===== config.mk =====
export PLATFORM = sky130hd
export DESIGN_NAME = ebt_cycle_timing
export DESIGN_NICKNAME = d
export VERILOG_FILES = /design/src/ebt_pkg.sv /design/src/ebt_cycle_timing.sv /design/src/ebt_phase_cnt.sv
export SDC_FILE = /design/constraint.sdc
export NUM_CORES = 1
export LEC_CHECK = 0
export CAP_MARGIN = 20
export CORE_UTILIZATION = 57
export DETAILED_ROUTE_END_ITERATION = 10
export DONT_BUFFER_PORTS = 1
export GPL_ROUTABILITY_DRIVEN = 1
export PLACE_DENSITY = 0.75
export SYNTH_ARGS = -nofsm -noshare
export SYNTH_HDL_FRONTEND = slang
export SYNTH_SLANG_ARGS = --single-unit

===== constraint.sdc =====
create_clock -name i_clk_sys -period 4.55 [get_ports i_clk_sys]
set_clock_uncertainty 0.15 [all_clocks]
set_input_delay 1.365 -clock i_clk_sys [delete_from_list [all_inputs] [get_ports i_clk_sys]]
set_output_delay 1.365 -clock i_clk_sys [all_outputs]
set_load 0.005 [all_outputs]

===== src/ebt_pkg.sv =====
// constants and types for the expansion bus cycle timing block
package ebt_pkg;
    localparam int REG_W = 4;
    localparam int CNT_W = 5;
    localparam int CLK_PERIOD_NS = 5;
    localparam logic [REG_W-1:0] REG_RESET = 4'h0;
    localparam logic [CNT_W-1:0] CNT_ZERO = 5'h00;
    localparam logic [CNT_W-1:0] CNT_ONE = 5'h01;
    typedef enum logic [2:0] {
        S_IDLE,
        S_LDLY,
        S_LWID,
        S_CDLY,
        S_CMD
    } ebt_state_e;
endpackage : ebt_pkg


===== src/ebt_cycle_timing.sv =====
// expansion bus cycle sequencer: latch strobe, command delay, wait states, DMA steering
`timescale 1ns/10ps
module ebt_cycle_timing
    import ebt_pkg::*;
(
    // clock and reset
    input wire logic i_clk_sys,
    input wire logic i_reset,
    input wire logic i_clk_en,
    // timing settings
    input wire logic [REG_W-1:0] i_latch_delay_reg,
    input wire logic [REG_W-1:0] i_latch_width_reg,
    input wire logic [REG_W-1:0] i_narrow_cmd_delay_reg,
    input wire logic [REG_W-1:0] i_narrow_wait_reg,
    input wire logic [REG_W-1:0] i_wide_io_wait_reg,
    input wire logic [REG_W-1:0] i_wide_mem_cmd_delay_reg,
    input wire logic [REG_W-1:0] i_wide_mem_wait_reg,
    input wire logic [REG_W-1:0] i_zero_wait_min_reg,
    // cycle request from local side
    input wire logic i_cycle_start,
    input wire logic i_cycle_mem,
    input wire logic i_mem_sel16,
    input wire logic i_io_sel16,
    // adapter handshake
    input wire logic i_chan_ready,
    input wire logic i_zero_wait_request,
    // dma control
    input wire logic i_dma_active,
    input wire logic i_addr_enable,
    input wire logic i_dma_io_to_mem16,
    input wire logic i_dma_mem_to_io,
    input wire logic i_primary_direction,
    // bus strobes and cycle status
    output logic o_bus_latch_strobe,
    output logic o_cmd_strobe,
    output logic o_cycle_done,
    output logic o_busy,
    output logic o_wide_cycle,
    // dma outputs
    output logic o_dma_cmd_enable,
    output logic o_secondary_buffer_enable,
    output logic o_secondary_direction,
    output logic o_dma_ready_out,
    output logic o_dma_mem_read_strobe,
    output logic o_delayed_write_strobe,
    output logic o_local_mem_read_strobe,
    output logic o_local_io_write_strobe
);
    ebt_state_e st_q;
    ebt_state_e st_d;
    logic [REG_W-1:0] ldly_q;
    logic [REG_W-1:0] lwid_q;
    logic [REG_W-1:0] cdly_q;
    logic [REG_W-1:0] wait_q;
    logic [REG_W-1:0] zmin_q;
    logic wide_q;
    logic latch_q;
    logic cmd_q;
    logic done_q;
    logic stall_q;
    logic mrd_q;
    logic dwr_q;
    logic iow_q;
    logic [CNT_W-1:0] cnt;
    logic [CNT_W-1:0] limit;
    logic cnt_last;
    logic wide_sel;
    logic wide_mem_sel;
    logic wide_io_sel;
    logic [REG_W-1:0] sel_cdly;
    logic [REG_W-1:0] sel_wait;
    logic [REG_W-1:0] cmd_waits;
    logic phase_end;
    logic cmd_end;
    logic dma_gate;
    logic start_ok;

    // first phase at or after 'from' whose length is not zero
    function automatic ebt_state_e ebt_skip(input ebt_state_e from, input logic [REG_W-1:0] a,
                                            input logic [REG_W-1:0] b, input logic [REG_W-1:0] c);
        ebt_state_e r;
        r = S_CMD;
        if (from == S_LDLY && a != REG_RESET) begin
            r = S_LDLY;
        end else if ((from == S_LDLY || from == S_LWID) && b != REG_RESET) begin
            r = S_LWID;
        end else if (c != REG_RESET) begin
            r = S_CDLY;
        end
        return r;
    endfunction : ebt_skip

    // select lines only looked at for the matching cycle type
    assign wide_mem_sel = i_cycle_mem & i_mem_sel16;
    assign wide_io_sel = ~i_cycle_mem & i_io_sel16;
    // dma cycles run with narrow timing whatever their width
    assign wide_sel = ~i_dma_active & (wide_mem_sel | wide_io_sel);
    assign sel_cdly = (wide_sel & i_cycle_mem) ? i_wide_mem_cmd_delay_reg : i_narrow_cmd_delay_reg;
    assign sel_wait = !wide_sel ? i_narrow_wait_reg :
                      i_cycle_mem ? i_wide_mem_wait_reg : i_wide_io_wait_reg;
    // zero-wait shortens to the minimum but never lengthens the cycle
    assign cmd_waits = (i_zero_wait_request && zmin_q < wait_q) ? zmin_q : wait_q;
    assign limit = (st_q == S_LDLY) ? {1'b0, ldly_q} :
                   (st_q == S_LWID) ? {1'b0, lwid_q} :
                   (st_q == S_CDLY) ? {1'b0, cdly_q} :
                   ({1'b0, cmd_waits} + CNT_ONE);
    assign phase_end = cnt_last;
    // ready low at the state end holds the command open
    assign cmd_end = cnt_last & i_chan_ready;
    assign start_ok = i_cycle_start & (st_q == S_IDLE);
    assign dma_gate = i_dma_active & i_addr_enable;

    always_comb begin
        st_d = st_q;
        case (st_q)
            S_IDLE: begin
                if (i_cycle_start) begin
                    st_d = ebt_skip(S_LDLY, i_latch_delay_reg, i_latch_width_reg, sel_cdly);
                end
            end
            S_LDLY: begin
                if (phase_end) begin
                    st_d = ebt_skip(S_LWID, ldly_q, lwid_q, cdly_q);
                end
            end
            S_LWID: begin
                if (phase_end) begin
                    st_d = ebt_skip(S_CDLY, ldly_q, lwid_q, cdly_q);
                end
            end
            S_CDLY: begin
                if (phase_end) begin
                    st_d = S_CMD;
                end
            end
            S_CMD: begin
                if (cmd_end) begin
                    st_d = S_IDLE;
                end
            end
            default: begin
                st_d = S_IDLE;
            end
        endcase
    end

    ebt_phase_cnt u_cnt (
        .i_clk_sys(i_clk_sys),
        .i_reset(i_reset),
        .i_clk_en(i_clk_en),
        .i_clear(st_d != st_q),
        .i_limit(limit),
        .o_count(cnt),
        .o_last(cnt_last)
    );

    // settings captured at cycle start so a rewrite cannot upset a running cycle
    always_ff @(posedge i_clk_sys or posedge i_reset) begin
        if (i_reset) begin
            ldly_q <= REG_RESET;
            lwid_q <= REG_RESET;
            cdly_q <= REG_RESET;
            wait_q <= REG_RESET;
            zmin_q <= REG_RESET;
            wide_q <= 1'b0;
        end else if (i_clk_en && start_ok) begin
            ldly_q <= i_latch_delay_reg;
            lwid_q <= i_latch_width_reg;
            cdly_q <= sel_cdly;
            wait_q <= sel_wait;
            zmin_q <= i_zero_wait_min_reg;
            wide_q <= wide_sel;
        end
    end

    always_ff @(posedge i_clk_sys or posedge i_reset) begin
        if (i_reset) begin
            st_q <= S_IDLE;
            latch_q <= 1'b0;
            cmd_q <= 1'b0;
            done_q <= 1'b0;
            stall_q <= 1'b0;
            mrd_q <= 1'b0;
            dwr_q <= 1'b0;
            iow_q <= 1'b0;
        end else if (i_clk_en) begin
            st_q <= st_d;
            latch_q <= (st_d == S_LWID);
            cmd_q <= (st_d == S_CMD);
            done_q <= (st_q == S_CMD) & cmd_end;
            stall_q <= (st_q == S_CMD) & cnt_last & ~i_chan_ready;
            mrd_q <= (st_d == S_CMD) & i_dma_active & i_dma_mem_to_io;
            dwr_q <= (st_d == S_CMD) & i_dma_active & ~i_dma_mem_to_io;
            iow_q <= (st_d == S_CMD) & i_dma_active & i_dma_mem_to_io;
        end
    end

    assign o_bus_latch_strobe = latch_q;
    assign o_cmd_strobe = cmd_q & (~i_dma_active | i_addr_enable);
    assign o_cycle_done = done_q;
    assign o_busy = (st_q != S_IDLE);
    assign o_wide_cycle = wide_q;
    assign o_dma_cmd_enable = dma_gate;
    assign o_secondary_buffer_enable = dma_gate & i_dma_io_to_mem16;
    assign o_secondary_direction = ~i_primary_direction;
    assign o_dma_mem_read_strobe = mrd_q & dma_gate;
    assign o_delayed_write_strobe = dwr_q & dma_gate;
    assign o_local_mem_read_strobe = mrd_q & dma_gate;
    assign o_local_io_write_strobe = iow_q & dma_gate;
    // ready only drops on an adapter stall or a memory-to-I/O read
    assign o_dma_ready_out = ~(i_dma_active & (stall_q | (i_dma_mem_to_io & mrd_q)));

    a_latch_width: assert property (@(posedge i_clk_sys) disable iff (i_reset || !i_clk_en)
        (st_q == S_LWID && !phase_end) |=> (st_q == S_LWID && o_bus_latch_strobe))
        else $error("latch strobe width cut short");
    a_latch_idle: assert property (@(posedge i_clk_sys) disable iff (i_reset || !i_clk_en)
        (st_q == S_LDLY) |-> ##1 (o_bus_latch_strobe == (st_q == S_LWID)))
        else $error("latch strobe high during delay");
    a_cmd_delay: assert property (@(posedge i_clk_sys) disable iff (i_reset || !i_clk_en)
        (st_q == S_CDLY && cnt < {1'b0, cdly_q} - CNT_ONE) |=> !cmd_q)
        else $error("command strobe early");
    a_wait_count: assert property (@(posedge i_clk_sys) disable iff (i_reset || !i_clk_en)
        (st_q == S_CMD && !i_zero_wait_request && cnt < {1'b0, wait_q}) |=> (st_q == S_CMD))
        else $error("command ended before wait states");
    a_wide_sel: assert property (@(posedge i_clk_sys) disable iff (i_reset || !i_clk_en)
        (start_ok && !i_cycle_mem && !i_io_sel16) |=> !o_wide_cycle)
        else $error("memory select used in I/O cycle");
    a_zero_min: assert property (@(posedge i_clk_sys) disable iff (i_reset || !i_clk_en)
        (st_q == S_CMD && cnt < {1'b0, zmin_q} && cnt < {1'b0, wait_q}) |=> (st_q == S_CMD))
        else $error("zero-wait cycle below minimum");
    a_ready_hold: assert property (@(posedge i_clk_sys) disable iff (i_reset || !i_clk_en)
        (st_q == S_CMD && !i_chan_ready) |=> (st_q == S_CMD && (o_cmd_strobe || !i_addr_enable)))
        else $error("cycle ended while ready low");
    a_dma_gate: assert property (@(posedge i_clk_sys) disable iff (i_reset || !i_clk_en)
        (i_dma_active && !i_addr_enable) |-> !(o_cmd_strobe | o_dma_mem_read_strobe | o_delayed_write_strobe))
        else $error("dma command without address enable");
    a_sec_dir: assert property (@(posedge i_clk_sys) disable iff (i_reset || !i_clk_en)
        (dma_gate && i_dma_io_to_mem16) |-> (o_secondary_buffer_enable && o_secondary_direction != i_primary_direction))
        else $error("secondary buffer wrong in wide dma");
    a_dma_ready: assert property (@(posedge i_clk_sys) disable iff (i_reset || !i_clk_en)
        (i_dma_active && !i_dma_mem_to_io && !stall_q) |-> o_dma_ready_out)
        else $error("dma ready dropped without stall");
    a_settings_hold: assert property (@(posedge i_clk_sys) disable iff (i_reset || !i_clk_en)
        (st_q != S_IDLE) |=> $stable(wait_q) && $stable(cdly_q))
        else $error("settings changed mid cycle");
endmodule : ebt_cycle_timing


===== src/ebt_phase_cnt.sv =====
// per-phase clock counter with end-of-phase compare
`timescale 1ns/10ps
module ebt_phase_cnt
    import ebt_pkg::*;
(
    // clock and reset
    input wire logic i_clk_sys,
    input wire logic i_reset,
    input wire logic i_clk_en,
    // control
    input wire logic i_clear,
    input wire logic [CNT_W-1:0] i_limit,
    // status
    output logic [CNT_W-1:0] o_count,
    output logic o_last
);
    logic [CNT_W-1:0] cnt_q;
    logic [CNT_W-1:0] cnt_d;
    logic [CNT_W-1:0] cnt_inc;

    // saturate so a long ready stall cannot wrap the compare
    assign cnt_inc = (cnt_q == {CNT_W{1'b1}}) ? cnt_q : cnt_q + CNT_ONE;
    assign cnt_d = i_clear ? CNT_ZERO : cnt_inc;
    assign o_count = cnt_q;
    assign o_last = ({1'b0, cnt_q} + {1'b0, CNT_ONE}) >= {1'b0, i_limit};

    always_ff @(posedge i_clk_sys or posedge i_reset) begin
        if (i_reset) begin
            cnt_q <= CNT_ZERO;
        end else if (i_clk_en) begin
            cnt_q <= cnt_d;
        end
    end
endmodule : ebt_phase_cnt


==> impl_results.md <==
- Clk Latency, worst-skew pair: 290 ps
- Avg Inst Size Synth: 9.27 sq um
- Mux contribution to synthesized area: 0.137
- I/O Buffers: 0
- Post-synth ARST share: 1.00
- EDFF count, synth: 0
- Synth top area share: 0.370
- Post-synthesis compound-gate area fraction: 0.185
- Period utilisation layout: 0.940
- N_diodes: 0
- Number of global-route vias before repair: 1,724
- Nets: about 310
- Cells after Synth: 255
- Setup_tns: 0 ps
- Placement Setup Slack: 32.0 ps
- Layout area overhead: 5.93%
- Final GP Congestion: 0.810
- Mapped Area: 2360 sq um
- GR Overflow Total: 0
- Initial Util: 0.591
- Post-CTS Hold Buffers: 0
- Critical Path Start Type: input pin
- MaxCap Viol Count: 0
- Residual DRC: 0
- Crit path cell chain: nand2b_1 -> a21oi_2 -> mux2_2 -> ha_1 -> xnor2_1 -> o22ai_1 -> ha_1 -> a21o_1 -> a21oi_1 -> o211ai_1 -> a21oi_1 -> a41oi_2 -> nor3b_1 -> mux2_2
- Worst Path Arrival: 4360 ps
- Seq/Total Area, Yosys: 0.370
- H-tree depth: 2
- TritonRoute pass-1 iters: 4
- Share of cells above drive strength 1: 0.160
- Relative slew slack: 0.585
- Worst Path Max Fanout: 5
- Clk root buf: clkbuf_8
- Initial antenna violation count: 0
- GR Util All Layers: 0.239
- Core Area: 4000 sq um
- Global-route wire length before repair: around 7.7 mm
- Post-CTS Resized: 0
- Adder-Cell Fraction of Synth Area: 0.0582
- Yosys reg bits: 35
- Pin count of the biggest net entering global routing: 36
- Worst slew pin tran: slightly above 600 ps
- Number of I/O pins: 59
- Status: finished clean
- Critical path class: in -> reg
- Max Buffers Root-to-Sink: 2
- CTS tree: built
- Post-synthesis cell type count: 50
- CTS sink count: 35
- Final worst setup slack: 273 ps
- Via count: 1,893
- Post-CTS Setup Repair Bufs: 0
- Num rows: 23
- Vias per inst: 6.19
- Yosys warns: 0
- Inst Count DP: about 300
- Routed Antenna Nets: 0
- Number of DRC markers in iteration 0: 97
- Clock Pin Slew Worst Setup and Hold Paths: approximately 70 ps
- WL per Instance: between 15 and 20 microns
- Fin. Hold Viols: 0
- Hold Crit Class: reg -> reg
- Synth Flop Type: dfrtp_1
- RSZ-0062 raised after global routing: no
- PwrDens: 651 nW/um^2
- Die Y: 66.4 microns
- DP HPWL: roughly 3.7 mm
- Ranking of synthesized cells by area: dfrtp_1 (37%), mux2_2 (8.6%), ha_1 (5.8%)
- CP endpoint kind: flop
- Max Freq: 234 MHz
- Final WL: 4.75 mm
- Finish-stage setup viols: 0
- Worst vdd ir: 0.329 mV
- Final Non-Filler Cells: 306
- Syn nets: 312
- Most frequent cells in the layout: dfrtp_1 (35), nand2_1 (28), o21ai_0 (21)
- Critical-path top delay cell: nor3b_1
- Max Slew Vio Count: 0
- DIE AREA: 4410 sq um
- Commonest non-fill, non-tap cell in the layout: dfrtp_1
- Main combinational cell family by area after synthesis: compound AO/OA/AOI/OAI gates
- Period minus WS final: 4280 ps
- XOR/XNOR Fraction of Synth Area: 0.0185
- Die X: 66.4 microns
- Post-synth top area cell: dfrtp_1
- Slowest stage delay, CP: 520 ps
- Total CTS buffers: 5
- Leak Pwr: 1.15 nW
- Critical Path RT: about 4600 ps
- Simple-gate portion of the synthesized area: 0.183
==> cells by family (layout without fill, tap and decap cells) <==
| logic type | count (synthesis) | count (layout) |
|---|---|---|
| simple gates | 81 | 81 |
| compound gates | 67 | 67 |
| flops | 35 | 35 |
| mux | 30 | 30 |
| buf+inv | 26 | 27 |
| fa+ha+maj | 11 | 11 |
| xor+xnor | 5 | 5 |
==> per-layer routing <==
metal,vias up,wire length [microns],track usage
met5,-,0,0
met4,0,65,0.0878
met3,5,317,0.0638
met2,71,2250,0.402
met1,897,2110,0.291
li1,920,-,-
==> final cells by class <==
type | instances | area [sq um]
clock buffers | 8 | 100
well taps | 50 | 62.6
fillers | 357 | 1500
multi-input cells | 194 | 1380
flip-flops and latches | 35 | 876
repair buffers | 5 | 37.5
inverters | 14 | 52.6
==> state kept, by name, indices dropped and copies added, names as in the netlist <==
signal / cells
st_q: 3
zmin_q: 4
wait_q: 4
o_cycle_done: 1
ldly_q: 4
o_bus_latch_strobe: 1
mrd_q: 1
cdly_q: 4
u_cnt.o_count: 5
stall_q: 1
o_wide_cycle: 1
dwr_q: 1
lwid_q: 4
cmd_q: 1
==> through the flow <==
stage	util	cell area (sq um)	total power, mW	hold slack, ps
final	0.626	2500	1.63	338
after global routing	0.626	2500	1.77	363
after CTS	0.626	2500	1.64	341
after detailed placement	0.601	2400	1.38	326
after global placement	0.601	2400	1.35	314
after floorplan	-	2370	1.19	295
==> path summary, 6_finish.rpt <==
| check | from | to | slack, ps | cells after the start |
|---|---|---|---|---|
| min in group asynchronous | i_reset | zmin_q[1] | 900 | 2 |
| worst min-delay path | wait_q[3] | wait_q[3] | 340 | 2 |
| max in group asynchronous | i_reset | zmin_q[2] | 3040 | 2 |
| worst min register to register | wait_q[3] | wait_q[3] | 340 | 2 |
| worst max-delay path | i_zero_wait_request | u_cnt.o_count[0] | 270 | 14 |
| worst max register to register | wait_q[1] | u_cnt.o_count[0] | 310 | 17 |
==> synth_stat cells, types with 2 or more instances <==
cell / instances
a21o_1: 5
nor2b_1: 5
nand2b_1: 5
nor2_1: 9
o21ai_0: 21
buf_4: 2
mux2i_1: 12
o22ai_1: 6
mux2_2: 18
clkbuf_1: 5
buf_2: 3
xnor2_1: 3
inv_1: 13
and3_1: 4
a22oi_1: 2
ha_1: 11
a22o_1: 2
dfrtp_1: 35
a21oi_1: 14
o21a_1: 3
nor4_1: 5
nand3_1: 8
o31ai_1: 2
and2_1: 3
xor2_1: 2
a221o_1: 2
nand2_1: 28
nor3_1: 5
==> critical path, delay by kind of cell <==
| family | cells | cell delay (ps) |
|---|---|---|
| AOI/OAI and AO/OA | 7 | 1200 |
| adders and majority gates | 2 | 400 |
| muxes | 2 | 620 |
| and+or+nand+nor | 2 | 570 |
| xor gates and xnor gates | 1 | 180 |
==> power breakdown <==
| group | leakage [nW] | internal (mW) | total [mW] | switching, mW |
|---|---|---|---|---|
| logic | 0.655 | 0.401 | 0.806 | 0.406 |
| clock network | 0.0515 | 0.138 | 0.246 | 0.108 |
| registers | 0.443 | 0.435 | 0.578 | 0.143 |
Power figures use the tool's default switching activity.
